$ cat config.mk
export PLATFORM = sky130hd
export DESIGN_NAME = psm_ctrl
export DESIGN_NICKNAME = d
export VERILOG_FILES = /design/src/common/psm_pkg.sv /design/src/rtl/psm_ctrl.sv
export SDC_FILE = /design/constraint.sdc
export NUM_CORES = 1
export LEC_CHECK = 0
export ABC_AREA = 1
export ABC_CLOCK_PERIOD_IN_PS = 3850
export BUFFER_PORTS_ARGS = -buffer_cell sky130_fd_sc_hd__buf_2
export CAP_MARGIN = 20
export CORE_UTILIZATION = 40
export DETAILED_ROUTE_END_ITERATION = 8
export PLACE_DENSITY_LB_ADDON = 0.05
export SYNTH_ARGS = -nofsm -noshare
export SYNTH_HDL_FRONTEND = slang
export SYNTH_SLANG_ARGS = --single-unit
$ cat constraint.sdc
create_clock -name mclk -period 3.85 [get_ports mclk]
set_input_delay 0.77 -clock mclk [delete_from_list [all_inputs] [get_ports mclk]]
set_output_delay 0.77 -clock mclk [all_outputs]
set_load 0.05 [all_outputs]
$ cat src/common/psm_pkg.sv
// Package: constants and carrier types of the power-saving mode controller
package psm_pkg;

	// Register addresses
	localparam logic [7:0] PSM_ADDR_PWR_CTRL = 8'h87;
	localparam logic [7:0] PSM_ADDR_PWR_EXT  = 8'h88;
	localparam logic [7:0] PSM_ADDR_SYS_CFG  = 8'hB1;
	localparam logic [7:0] PSM_ADDR_STATUS   = 8'hB3;

	// Field positions in power_ctrl_reg
	localparam int PSM_BIT_IDLE_EN  = 0;
	localparam int PSM_BIT_PD_ARM   = 1;
	localparam int PSM_BIT_GF0      = 2;
	localparam int PSM_BIT_GF1      = 3;
	localparam int PSM_BIT_IDLE_GO  = 5;
	localparam int PSM_BIT_PD_GO    = 6;
	localparam int PSM_BIT_SMOD     = 7;
	// Field positions in power_ctrl_ext_reg and sys_cfg_reg
	localparam int PSM_BIT_WAKE_EN  = 7;
	localparam int PSM_BIT_REMAP    = 4;

	// Reset values
	localparam logic [7:0] PSM_SYS_CFG_RST = 8'h00;
	localparam logic       PSM_WAKE_EN_RST = 1'b0;

	// Timing: clock period and documented times
	localparam int PSM_CLK_PS       = 4000;
	localparam int PSM_LATCH_NS     = 10000;
	localparam int PSM_WAKE_DLY_US  = 5000;
	// Least time rounds up
	localparam int PSM_LATCH_CYC    = (PSM_LATCH_NS * 1000 + PSM_CLK_PS - 1) / PSM_CLK_PS;
	localparam int PSM_WAKE_DLY_CYC = (PSM_WAKE_DLY_US * 1000) / (PSM_CLK_PS / 1000);
	localparam int PSM_CNT_W        = 21;

	// Wake-up interrupt vector
	localparam logic [15:0] PSM_WAKE_VECTOR = 16'h007B;

	// Mode states, Gray along run, pd, wake path
	typedef enum logic [2:0] {
		PSM_RUN    = 3'h0,
		PSM_PD     = 3'h1,
		PSM_WLATCH = 3'h3,
		PSM_WOSC   = 3'h2,
		PSM_WDLY   = 3'h6,
		PSM_WISR   = 3'h7,
		PSM_IDLE   = 3'h4
	} psm_state_t;

	// Register bus request
	typedef struct packed {
		logic       wr;
		logic       rd;
		logic [7:0] addr;
		logic [7:0] wdata;
	} psm_bus_req_t;

	// Clock and freeze controls towards the chip
	typedef struct packed {
		logic cpu_clk_en;
		logic periph_clk_en;
		logic wdt_run;
		logic timers_freeze;
		logic rc_osc_en;
		logic xtal_osc_en;
		logic alt_hold;
		logic irq_block;
		logic wake_irq;
	} psm_ctl_t;

endpackage

$ cat src/rtl/psm_ctrl.sv
// Power-saving mode controller: idle and power-down entry, wake-up, pin states
// Function
// - Idle enters on enable write then start write
// - Both idle bits together never start idle
// - Idle bits self-clear and read as zero
// - Idle stops CPU clock and watchdog; peripherals keep running
// - Enabled interrupt ends idle, resumes after return
// - Power-down stops both oscillators, keeps state
// - Power-down keeps port and alternate output values
// - Power-down drives address and store strobes low
// - Power-down enters on arm write then start
// - Both power-down bits together never start it
// - Power-down bits self-clear and read as zero
// - Wake disabled: only reset leaves power-down
// - Reset leaving power-down resets registers, restarts oscillators
// - Wake pin low leaves power-down, RC samples
// - After crystal stable wait 5ms, vector 007B
// - Timers and watchdog frozen until wake return
// - Other interrupts blocked until wake routine returns
// - Start write is last instruction before mode
// - Simultaneous idle and power-down picks power-down
// - Wake enable at 88h under remap bit
// - Idle holds address and store strobes high
//
// Chosen here: the plain strobed port and the address map.
`timescale 1ns/1ps
`default_nettype none

module psm_ctrl #(
	parameter int DLY_CYC = psm_pkg::PSM_WAKE_DLY_CYC    // Post-stable wake delay
) (
	input  wire logic                mclk,          // 250 MHz clock
	input  wire logic                reset,         // Async reset, active high
	input  wire psm_pkg::psm_bus_req_t bus,         // Register bus request
	output logic [7:0]               rdata,         // Read data, cycle after rd
	input  wire logic                instr_done,    // Pulse per retired instruction
	input  wire logic                irq_pending,   // Enabled interrupt pending
	input  wire logic                return_from_interrupt,          // Return from interrupt pulse
	input  wire logic                xtal_stable,   // Crystal detected stable
	input  wire logic                wake_pin_n,    // External wake pin
	input  wire logic                cpu_ale,       // Strobe from core
	input  wire logic                cpu_prog_store_strobe_n_n,    // Store strobe from core
	output logic                     addr_latch_strobe,   // Pin value
	output logic                     prog_store_strobe_n, // Pin value
	output psm_pkg::psm_ctl_t        ctl,           // Clock and freeze controls
	output logic [15:0]              wake_vector    // Vector for wake interrupt
);
	import psm_pkg::*;

	// Whole state of the block
	typedef struct packed {
		psm_state_t             st;
		logic                   smod;
		logic                   gf1;
		logic                   gf0;
		logic [7:0]             sys_cfg;
		logic                   ext_wake_enable;
		logic                   idle_armed;
		logic                   pd_armed;
		logic                   wake_ok;
		logic [PSM_CNT_W-1:0]   cnt;
		logic [7:0]             rdata;
		logic                   ale;
		logic                   prog_store_strobe_n_n;
		psm_ctl_t               ctl;
		logic [1:0]             pin_sync;
	} psm_regs_t;

	psm_regs_t r;
	psm_regs_t next_r;

	// Two-write sequence: returns {enter, next_armed}
	function automatic logic [1:0] psm_seq(input logic armed, input logic arm_b,
		input logic go_b);
		logic enter;
		logic nxt;
		enter = armed && go_b && !arm_b;
		nxt   = arm_b && !go_b;
		return {enter, nxt};
	endfunction

	logic       power_ctrl_reg_wr;
	logic       ext_wr;
	logic [1:0] idle_q;
	logic [1:0] pd_q;
	logic       pin_low;

	// Decode of writes and sequence evaluation
	always_comb begin
		power_ctrl_reg_wr = bus.wr && bus.addr == PSM_ADDR_PWR_CTRL;
		ext_wr  = bus.wr && bus.addr == PSM_ADDR_PWR_EXT && r.sys_cfg[PSM_BIT_REMAP];
		idle_q  = psm_seq(r.idle_armed, bus.wdata[PSM_BIT_IDLE_EN],
			bus.wdata[PSM_BIT_IDLE_GO]);
		pd_q    = psm_seq(r.pd_armed, bus.wdata[PSM_BIT_PD_ARM],
			bus.wdata[PSM_BIT_PD_GO]);
		pin_low = !r.pin_sync[1];
	end

	// Next-state logic
	always_comb begin
		next_r = r;
		next_r.pin_sync = {r.pin_sync[0], wake_pin_n};
		next_r.rdata = 8'h00;

		// Any other instruction or write breaks an armed sequence
		if (instr_done || bus.wr) begin
			next_r.idle_armed = 1'b0;
			next_r.pd_armed   = 1'b0;
		end

		// Register writes; start and enable bits are never stored
		if (power_ctrl_reg_wr && r.st == PSM_RUN || power_ctrl_reg_wr && r.st == PSM_WISR) begin
			next_r.smod = bus.wdata[PSM_BIT_SMOD];
			next_r.gf1  = bus.wdata[PSM_BIT_GF1];
			next_r.gf0  = bus.wdata[PSM_BIT_GF0];
			next_r.idle_armed = idle_q[0];
			next_r.pd_armed   = pd_q[0];
		end
		if (ext_wr) begin
			next_r.ext_wake_enable = bus.wdata[PSM_BIT_WAKE_EN];
		end
		if (bus.wr && bus.addr == PSM_ADDR_SYS_CFG) begin
			next_r.sys_cfg = bus.wdata;
		end

		// Reads: arm and start bits always read zero
		if (bus.rd) begin
			if (bus.addr == PSM_ADDR_PWR_CTRL) begin
				next_r.rdata[PSM_BIT_SMOD] = r.smod;
				next_r.rdata[PSM_BIT_GF1]  = r.gf1;
				next_r.rdata[PSM_BIT_GF0]  = r.gf0;
			end else if (bus.addr == PSM_ADDR_PWR_EXT && r.sys_cfg[PSM_BIT_REMAP]) begin
				next_r.rdata[PSM_BIT_WAKE_EN] = r.ext_wake_enable;
			end else if (bus.addr == PSM_ADDR_SYS_CFG) begin
				next_r.rdata = r.sys_cfg;
			end else if (bus.addr == PSM_ADDR_STATUS) begin
				next_r.rdata = {3'h0, r.pd_armed, r.idle_armed, r.st};
			end
		end

		// Mode sequencing
		case (r.st)
			PSM_RUN: begin
				// The start write is the last thing done before the mode
				if (power_ctrl_reg_wr && pd_q[1]) begin
					next_r.st = PSM_PD;
					next_r.wake_ok = r.ext_wake_enable;
				end else if (power_ctrl_reg_wr && idle_q[1]) begin
					next_r.st = PSM_IDLE;
				end
			end
			PSM_IDLE: begin
				if (irq_pending) begin
					next_r.st = PSM_RUN;
				end
			end
			PSM_PD: begin
				// Without wake enable only reset leaves this state
				if (r.wake_ok && pin_low) begin
					next_r.st  = PSM_WLATCH;
					next_r.cnt = '0;
				end
			end
			PSM_WLATCH: begin
				// Pin must stay low for the whole latch phase
				if (!pin_low) begin
					next_r.st = PSM_PD;
				end else if (r.cnt == PSM_CNT_W'(PSM_LATCH_CYC - 1)) begin
					next_r.st = PSM_WOSC;
				end else begin
					next_r.cnt = r.cnt + 1'b1;
				end
			end
			PSM_WOSC: begin
				if (xtal_stable) begin
					next_r.st  = PSM_WDLY;
					next_r.cnt = '0;
				end
			end
			PSM_WDLY: begin
				if (r.cnt == PSM_CNT_W'(DLY_CYC - 1)) begin
					next_r.st = PSM_WISR;
				end else begin
					next_r.cnt = r.cnt + 1'b1;
				end
			end
			PSM_WISR: begin
				if (return_from_interrupt) begin
					next_r.st = PSM_RUN;
				end
			end
			default: begin
				next_r.st = PSM_RUN;
			end
		endcase

		// Controls follow the next state so outputs switch with it
		next_r.ctl = '0;
		next_r.ale = cpu_ale;
		next_r.prog_store_strobe_n_n = cpu_prog_store_strobe_n_n;
		case (next_r.st)
			PSM_RUN: begin
				next_r.ctl.cpu_clk_en    = 1'b1;
				next_r.ctl.periph_clk_en = 1'b1;
				next_r.ctl.wdt_run       = 1'b1;
				next_r.ctl.rc_osc_en     = 1'b1;
				next_r.ctl.xtal_osc_en   = 1'b1;
			end
			PSM_IDLE: begin
				// Watchdog is the only peripheral stopped
				next_r.ctl.periph_clk_en = 1'b1;
				next_r.ctl.rc_osc_en     = 1'b1;
				next_r.ctl.xtal_osc_en   = 1'b1;
				next_r.ale    = 1'b1;
				next_r.prog_store_strobe_n_n = 1'b1;
			end
			PSM_PD: begin
				// Everything stopped; ports hold latch and last alt values
				next_r.ctl.alt_hold      = 1'b1;
				next_r.ctl.timers_freeze = 1'b1;
				next_r.ale    = 1'b0;
				next_r.prog_store_strobe_n_n = 1'b0;
			end
			PSM_WLATCH, PSM_WOSC, PSM_WDLY: begin
				// RC clock runs from the pin going low
				next_r.ctl.alt_hold      = 1'b1;
				next_r.ctl.timers_freeze = 1'b1;
				next_r.ctl.irq_block     = 1'b1;
				next_r.ctl.rc_osc_en     = 1'b1;
				next_r.ctl.xtal_osc_en   = (next_r.st != PSM_WLATCH);
				next_r.ale    = 1'b0;
				next_r.prog_store_strobe_n_n = 1'b0;
			end
			PSM_WISR: begin
				next_r.ctl.cpu_clk_en    = 1'b1;
				next_r.ctl.periph_clk_en = 1'b1;
				next_r.ctl.timers_freeze = 1'b1;
				next_r.ctl.irq_block     = 1'b1;
				next_r.ctl.wake_irq      = 1'b1;
				next_r.ctl.rc_osc_en     = 1'b1;
				next_r.ctl.xtal_osc_en   = 1'b1;
			end
			default: begin
				next_r.ctl.cpu_clk_en = 1'b1;
			end
		endcase
	end

	// State register; reset restarts both oscillators and clears registers
	always_ff @(posedge mclk or posedge reset) begin
		if (reset) begin
			r.st              <= PSM_RUN;
			r.smod            <= 1'b0;
			r.gf1             <= 1'b0;
			r.gf0             <= 1'b0;
			r.sys_cfg         <= PSM_SYS_CFG_RST;
			r.ext_wake_enable <= PSM_WAKE_EN_RST;
			r.idle_armed      <= 1'b0;
			r.pd_armed        <= 1'b0;
			r.wake_ok         <= 1'b0;
			r.cnt             <= '0;
			r.rdata           <= 8'h00;
			r.ale             <= 1'b0;
			r.prog_store_strobe_n_n          <= 1'b1;
			r.ctl             <= '{cpu_clk_en: 1'b1, periph_clk_en: 1'b1,
				wdt_run: 1'b1, rc_osc_en: 1'b1, xtal_osc_en: 1'b1, default: 1'b0};
			r.pin_sync        <= 2'h3;
		end else begin
			r <= next_r;
		end
	end

	// Outputs straight from flops, wake vector from the package constant
	always_comb begin
		rdata               = r.rdata;
		addr_latch_strobe   = r.ale;
		prog_store_strobe_n = r.prog_store_strobe_n_n;
		ctl                 = r.ctl;
		wake_vector         = PSM_WAKE_VECTOR;
	end

endmodule

`default_nettype wire

# Word level (Yosys, flattened, before mapping)
# Cells that the tools add are included.
# W data, S select, Z words.
[word_totals] reg_bits=60 inputBits=27 output_inout_bits=35 wordCells=119
[classes] n_addsub=1 eq_ne=24 mux=36 n_reduce_logical=35
[ops] cell="$mux W21" n=5
[ops] cell="$pmux W21 S4" n=1
[ops] cell="$eq A8 B8 Y1 const B" n=4
[ops] cell="$mux W3" n=10
[ops] cell="$add A21 B1 Y21 const B" n=1
[ops] cell="$eq A21 B12 Y1 const B" n=1
[ops] cell="$eq A21 B21 Y1 const B" n=1
[ops] cell="$pmux W3 S7" n=1
[ops] cell="$eq A3 B3 Y1 const B" n=6
[ops] cell="$logic_and A1 B1 Y1" n=16
[ops] cell="$mux W8" n=2
[ops] cell="$eq A3 B2 Y1 const B" n=4
[ops] cell="$ne A2 B2 Y1 const B" n=5
[ops] cell="$reduce_or A5 Y1" n=2
[ops] cell="$mux W1" n=9
[ops] cell="$mux W2" n=4
[ops] cell="$pmux W2 S2" n=2
[ops] cell="$reduce_or A4 Y1" n=2
[ops] cell="$mux W7" n=1
[ops] cell="$eq A3 B1 Y1 const B" n=2
[ops] cell="$logic_not A3 Y1" n=2
[ops] cell="$reduce_and A6 Y1" n=1
[ops] cell="$reduce_or A3 Y1" n=2
[ops] cell="$logic_not A1 Y1" n=5
[ops] cell="6 further kinds" n=7

# Logic depth before layout (Yosys ltp)
# Gate-level depths: netlist of the first run.
[depth] word_depth=9 ltp_mapped=12 depth_no_buf=12

# Least setup slack after synthesis of the first run
# No wires, ideal clock.
[synth_timing] kind="input -> register" start="input port bus[11] (netlist name)" end="register r[51] (netlist name)" setup_time_ps=126 arrival_ps=1734 t_required_ps=3724 slack_ps=1990 stages=8 n_path_buf=1 path_cell_list="or2_2 -> nor2_1 -> nand3_1 -> clkinv_1 -> nand2_1 -> buf_2 -> nand2_1 -> o21ai_0"
[synth_between] elab_chain_cells=2
[synth_rtl] element="from (decl)" line="psm_ctrl.sv:34" source="input wire psm_pkg::psm_bus_req_t bus,"
[synth_rtl] element="$eq A8 B8 Y1" line="psm_ctrl.sv:122" source="if (bus.wr && bus.addr == PSM_ADDR_SYS_CFG) begin"
[synth_rtl] element="$logic_and A1 B1 Y1" line="psm_ctrl.sv:122"
[synth_rtl] element="to (signal assigned)" line="psm_ctrl.sv:269" source="r <= next_r;"
[synth_rtl] element="to (decl)" line="psm_ctrl.sv:69" source="psm_regs_t r;"
# Every way passes these cells.
# A chain may end at the register's enable or synchronous reset.

# Final worst setup path of the first run
[layout_timing] start="register r[21] (netlist name)" end="register r[41] (netlist name)"
[layout_between] elab_chain_cells=4 word_cells_on_any_way=10 classes_between="add/sub: 1; eq/ne: 4; mux: 4; reduce/logical: 1"
[layout_rtl] element="$add A21 B1 Y21" line="psm_ctrl.sv:171, psm_ctrl.sv:184"
[layout_rtl] element="$mux W21" line="psm_ctrl.sv:168" source="end else if (r.cnt == PSM_CNT_W'(PSM_LATCH_CYC - 1)) begin"
[layout_rtl] element="$mux W21" line="psm_ctrl.sv:166" source="if (!pin_low) begin"
[layout_rtl] element="$pmux W21 S4" line="psm_ctrl.sv:142" source="case (r.st)"
# Several ways; a longest one is shown, not always the timed one. The select of a mux whose other input is x is not followed.

==> results of run 1 <==
-- logic make-up after synthesis --
group	Yosys count
XOR/XNOR	11
AO/OA/AOI/OAI	49
flip-flops	60
buffers and inverters	103
adder cells (fa/ha/maj)	1
multiplexers	3
other	2
AND/OR/NAND/NOR	244
-- stage by stage --
stage,hold WS [ps],total power [µW],instances,setup WS (ps),instance area [µm²]
2_1_floorplan,345,1330,487,1610,3590
3_3_place_gp,349,1420,598,1450,3660
3_5_place_dp,352,1430,598,1440,3660
4_1_cts,354,2020,614,1570,3860
5_1_grt,354,2140,614,1420,3860
6_report,357,2000,614,1600,3860
-- where the power goes --
| group | internal, µW | total, µW | switching (µW) | leakage [µW] |
|---|---|---|---|---|
| registers | 750 | 852 | 103 | 0.000779 |
| logic | 150 | 561 | 411 | 0.00101 |
| clock network | 302 | 590 | 288 | 0.0000958 |
| total | 1200 | 2000 | 802 | 0.00188 |
-- layer usage --
metal  wire, µm  track usage  up-vias
met5          0            0        -
met4         77       0.0634        0
met3        416       0.0482        6
met2       3870        0.331       82
met1       3760        0.251     1340
li1           -            -     1502
-- registers in the layout, summed over array words and instances (netlist names) --
signal               cells
rdata                    8
r                       40
prog_store_strobe_n      1
ctl                      9
addr_latch_strobe        1
next_r                   1
-- cell type report --
cell class	instances	area, µm²	area share
Clock buffer	9	124	0.0321
Clock inverter	7	76.3	0.0198
Inverter	63	239	0.0619
Multi-Input combinational cell	324	1540	0.400
Sequential cell	60	1510	0.392
Tap cell	105	131	0.0340
Timing Repair Buffer	46	233	0.0603
-- cells in the mapped netlist, drive strengths merged (2+ instances only) --
library cell	count	area [µm²]
conb	2	7.51
dfstp	8	210
inv	62	235
nand3	38	200
o211ai	3	22.5
a21oi	7	46.3
nand2	115	442
dfrtp	52	1300
nor2	68	268
xor2	9	78.8
buf	40	294
xnor2	2	17.5
nand4	8	50.1
o21ai	36	203
or2	2	12.5
mux2	3	33.8
nor3	11	60.1
-- critical path: stages, from the launching register on --
cell     delay [ps]
dfrtp_1         430
ha_1            270
inv_1           160
nor2_4           80
nand2_1          80
nor2_2           40
nand2_2          70
nand3_2          80
a21oi_4         510
inv_4           220
nand2_1         140
o21ai_2          50
-- final timing paths --
check	start	to	slack, ps	cells past startpoint
worst max-delay path	r[21]	r[41]	1600	11
worst min-delay path	next_r[1]	r[1]	360	0
worst max register to register	r[21]	r[41]	1600	11
worst min register to register	next_r[1]	r[1]	360	0
max in group asynchronous	reset	ctl[6]	2550	3
min in group asynchronous	reset	r[36]	420	2
==> summary.txt, run 1 <==
Synth
  • Adder-Cell Fraction of Synth Area: 0.00354
  • Asr flop ratio synth: 1.00
  • EDFF count, synth: 0
  • Simple-gate area share of the yosys netlist: 0.296
  • XOR/XNOR Fraction of Synth Area: 0.0272
  • Synth Instances: 473
  • Synth cell types: 36
  • Avg Inst Size Synth: 7.48 µm²
  • Top_reg_cell synth: dfrtp_1
  • Mux contribution to synthesized area: 0.00955
  • Synth Area in Compound Gates: 0.0835
  • Synth warn: 0
  • Largest family of logic cells by synthesized area: simple AND/OR/NAND/NOR gates
  • Synth Register Bits: 60
  • Post-synthesis cell area: 3540 µm²
  • Register area share after synthesis: 0.427

Final layout
  • Area Overhead vs Synth: 9.13%
  • Ant. Diodes: 0
  • Final Util: 0.460
  • Layout cell share with drive strength beyond 1: 0.193
  • Filler cells: 871
  • Commonest non-fill, non-tap cell in the layout: nand2_1
  • # nets final: 532
  • Commonest non-fill, non-tap cells in the layout: nand2_1, nor2_1, inv_1, dfrtp_1, buf_2

Timing
  • Final setup fails: 0
  • Tmin final: 2250 ps
  • Worst-Margin Slew: 705 ps
  • Final Hold Fails: 0
  • Final Max Tran Viols: 0
  • Final TNS setup: 0 ps
  • RSZ-0062 raised after global routing: no
  • Final worst-path cycle share: 0.585
  • Peak Freq: 444 MHz
  • Setup Skew: 10.2 ps
  • Relative slew slack: 0.525

Floorplan
  • Initial Util: 0.422
  • Total core area: 8380 µm²
  • Die area: 9220 µm²
  • IO Pins: 62
  • Num rows: 33
  • Die H: 96.0 µm
  • Die width: 96.0 µm

Drt
  • DRT Pass-1 Iters: 4
  • Drt via density: 4.77
  • Number of DRC markers in iteration 0: 89
  • Total Wirelength: 8120 µm
  • DR vias: 2930
  • Per-cell routed wire length: 13.2 µm
  • Antenna Nets Post-Route: 0
  • Drt drc: 0

Global route
  • Initial antenna violation count: 0
  • First-pass GRT wire length: 13600 µm
  • Number of global-route vias before repair: 2821
  • Largest net degree at the start of global routing: 40
  • GRT Total Usage: 0.198
  • Overflow after GRT: 0

Critical path
  • Crit-path max FO: 25
  • Critical path class: flop to flop
  • Worst Path Arrival: 2490 ps
  • Critical Path RT: 4090 ps
  • Worst Setup Start Kind: flop
  • Critical path capture point type: flop

Clocking
  • Clock Path Buffers: 2
  • Clk sinks: 60
  • Hold_buf cts: 0
  • H-Tree Level Count: 3
  • Worst skew pair latency: 350 ps
  • CTS tree: done
  • CTS buffer count: 9
  • Clk Tree Root Cell: clkbuf_8
  • CTS clk-pin slew, worst paths: 70 ps
  • CTS resizes: 0
  • Post-CTS Setup Bufs: 0

Placed design
  • Final Wtd Congestion: 0.806
  • DP Wirelength: 6080 µm
  • PortBufs: 45

Power
  • LEAKAGE: 0.00188 µW
  • Peak VDD IR: 0.208 mV
  • PD cells: 519 nW/µm²

Run
  • MaxCap Viol Count: 0

Min path
  • Hold crit path type: flop to flop

Run status
  • Outcome: finished clean
(Power assumes the default switching activity.)
==> run 2, diff against run 1 <==
--- a/config.mk
+++ b/config.mk
@@ -6,7 +6,7 @@
 export NUM_CORES = 1
 export LEC_CHECK = 0
 export ABC_AREA = 1
-export ABC_CLOCK_PERIOD_IN_PS = 3850
+export ABC_CLOCK_PERIOD_IN_PS = 2290
 export BUFFER_PORTS_ARGS = -buffer_cell sky130_fd_sc_hd__buf_2
 export CAP_MARGIN = 20
 export CORE_UTILIZATION = 40
==> constraint.sdc (replaced) <==
create_clock -name mclk -period 2.29 [get_ports mclk]
set_input_delay 0.458 -clock mclk [delete_from_list [all_inputs] [get_ports mclk]]
set_output_delay 0.458 -clock mclk [all_outputs]
set_load 0.05 [all_outputs]
==> summary.txt, run 2 (synthesis gave the netlist of run 1 again) <==
Global route
  • Number of global-route vias before repair: 2847 (+0.92%)
  • First-pass GRT wire length: 13800 µm (+1.7%)
  • Largest net degree at the start of global routing: 61 (+53%)
  • Overflow after GRT: 0 (unchanged)
  • Initial antenna violation count: 0 (unchanged)
  • GRT Total Usage: 0.204 (+0.00618)

Timing
  • Final worst-path cycle share: 0.843 (+0.258)
  • Worst hold margin: 162 ps (-195 ps)
  • Tmin final: 1930 ps (-321 ps)
  • Final Max Tran Viols: 0 (unchanged)
  • Final TNS setup: 0 ps (unchanged)
  • Setup Skew: 15.4 ps (+5.21 ps)
  • RSZ-0062 raised after global routing: no
  • Final Hold Fails: 0 (unchanged)
  • Final setup fails: 0 (unchanged)
  • Worst-Margin Slew: 631 ps (-74.1 ps)
  • Relative slew slack: 0.575 (+0.0499)
  • Peak Freq: 518 MHz (+17%)

Critical path
  • Critical path class: flop to flop
  • Crit-path max FO: 22 (-12%)
  • Worst Setup Start Kind: flop
  • Critical path capture point type: flop
  • Worst Path Arrival: 2190 ps (-300 ps)
  • Critical Path RT: 2550 ps (-1540 ps)

Power
  • Switch share: 0.381 (-0.0188)
  • Int Pwr: 2160 µW (+79%)
  • Clock Power Share: 0.310 (+0.016)
  • Sequential Power Share: 0.418 (-0.008)
  • Comb pwr share: 0.272 (-0.008)
  • PD cells: 889 nW/µm² (+71%)
  • Peak VDD IR: 0.399 mV (+91%)
  • LEAKAGE: 0.00193 µW (+2.3%)
  • Switching power: 1330 µW (+66%)

Clocking
  • Clk Tree Root Cell: clkbuf_8
  • CTS buffer count: 9 (unchanged)
  • Hold_buf cts: 0 (unchanged)
  • CTS tree: done
  • CTS clk-pin slew, worst paths: 70 ps (about the same)
  • Worst skew pair latency: 350 ps (about the same)
  • Clock Path Buffers: 2 (unchanged)
  • CTS resizes: 0 (unchanged)
  • Clk sinks: 60 (unchanged)
  • H-Tree Level Count: 3 (unchanged)
  • Post-CTS Setup Bufs: 0 (unchanged)

Floorplan
  • Die width: 96.0 µm (unchanged)
  • Die area: 9220 µm² (unchanged)
  • IO Pins: 62 (unchanged)
  • Num rows: 33 (unchanged)
  • Initial Util: 0.422 (unchanged)
  • Die H: 96.0 µm (unchanged)
  • Total core area: 8380 µm² (unchanged)

Drt
  • Number of DRC markers in iteration 0: 91 (+2.2%)
  • Total Wirelength: 8300 µm (+2.1%)
  • DRT Pass-1 Iters: 4 (unchanged)
  • Per-cell routed wire length: 13.4 µm (+1.5%)
  • Antenna Nets Post-Route: 0 (unchanged)
  • DR vias: 2926 (-0.14%)
  • Drt via density: 4.73 (-0.78%)
  • Drt drc: 0 (unchanged)

Placed design
  • Final Wtd Congestion: 0.876 (+8.7%)
  • Placed cells: 602 (+0.67%)
  • PortBufs: 45 (unchanged)
  • Dpl cell area: 3700 µm² (+1.2%)
  • DP Wirelength: 6250 µm (+2.8%)

Final layout
  • Filler cells: 857 (-1.6%)
  • Area Overhead vs Synth: 10.8%
  • Commonest non-fill, non-tap cells in the layout: nand2_1, nor2_1, inv_1, dfrtp_1, buf_2
  • # nets final: 536 (+0.75%)
  • Register with the most flip-flops: r
  • Commonest non-fill, non-tap cell in the layout: nand2_1
  • Max FFs per register: 40 (unchanged)
  • Ant. Diodes: 0 (unchanged)
  • Finished Layout Cells: 618 (+0.65%)
  • Layout cell share with drive strength beyond 1: 0.197 (+0.00435)
  • Largest regs: r (40), ctl (9), rdata (8)
  • Fin area: 3920 µm² (+1.5%)

Min path
  • Hold crit path type: input pin to async pin

Run status
  • Outcome: finished clean

Run
  • MaxCap Viol Count: 0 (unchanged)
run 2: cell types whose count changed in the layout (fill, tap and decap cells not counted), moves of 2 or more:
| cell | before | now |
|---|---|---|
| clkinvlp_4 | 2 | 0 |
| clkinv_2 | 1 | 3 |
| buf_4 | 1 | 4 |
| clkinv_4 | 2 | 0 |
run 2: layout make-up:
cell class | count | area (µm²) | share of cell area
clock buffers | 11 | 141 | 0.0361
clock inverters | 5 | 75.1 | 0.0192
inverters | 63 | 239 | 0.0610
multi-input cells | 324 | 1540 | 0.394
flip-flops and latches | 60 | 1510 | 0.386
well taps | 105 | 131 | 0.0335
repair buffers | 50 | 275 | 0.0703
run 2: worst paths after layout:
check,end,slack [ps],cells past startpoint,start
max reg2reg,r[26],360,11,r[21]
min in group mclk,next_r[1],210,1,wake_pin_n
max,r[26],360,11,r[21]
min reg2reg,r[1],360,0,next_r[1]
max in group asynchronous,prog_store_strobe_n,1810,3,reset
min,r[24],160,3,reset
run 2: power by group through the flow:
stage	Sequential, µW	Combinational, µW	Clock, µW
5_1_grt	1480	1070	1160
6_report	1460	949	1080
3_3_place_gp	1470	946	0
4_1_cts	1450	954	1110
3_5_place_dp	1470	955	0
2_1_floorplan	1450	783	0
run 2: critical path, cell delays in order, from the launching register on:
cell	delay, ps
dfrtp_1	430
ha_1	270
inv_1	170
nor2_4	90
nand2_1	90
nor2_2	40
nand2_2	70
nand3_2	80
a21oi_4	180
buf_4	260
nand3_1	90
o21ai_0	80
run 2: per-layer routing:
| layer | GRT usage | wire length [µm] | vias to the layer above |
|---|---|---|---|
| li1 | - | - | 1505 |
| met1 | 0.254 | 3830 | 1337 |
| met2 | 0.343 | 3920 | 70 |
| met3 | 0.0450 | 359 | 14 |
| met4 | 0.0808 | 187 | 0 |
| met5 | 0 | 0 | - |
run 2: through the flow:
stage / setup WS (ps) / utilization / total power [µW]
after floorplan: 361 / - / 2240
after global placement: 369 / 0.442 / 2420
after detailed placement: 336 / 0.442 / 2420
after CTS: 336 / 0.467 / 3520
after global routing: 184 / 0.467 / 3710
final: 359 / 0.467 / 3480
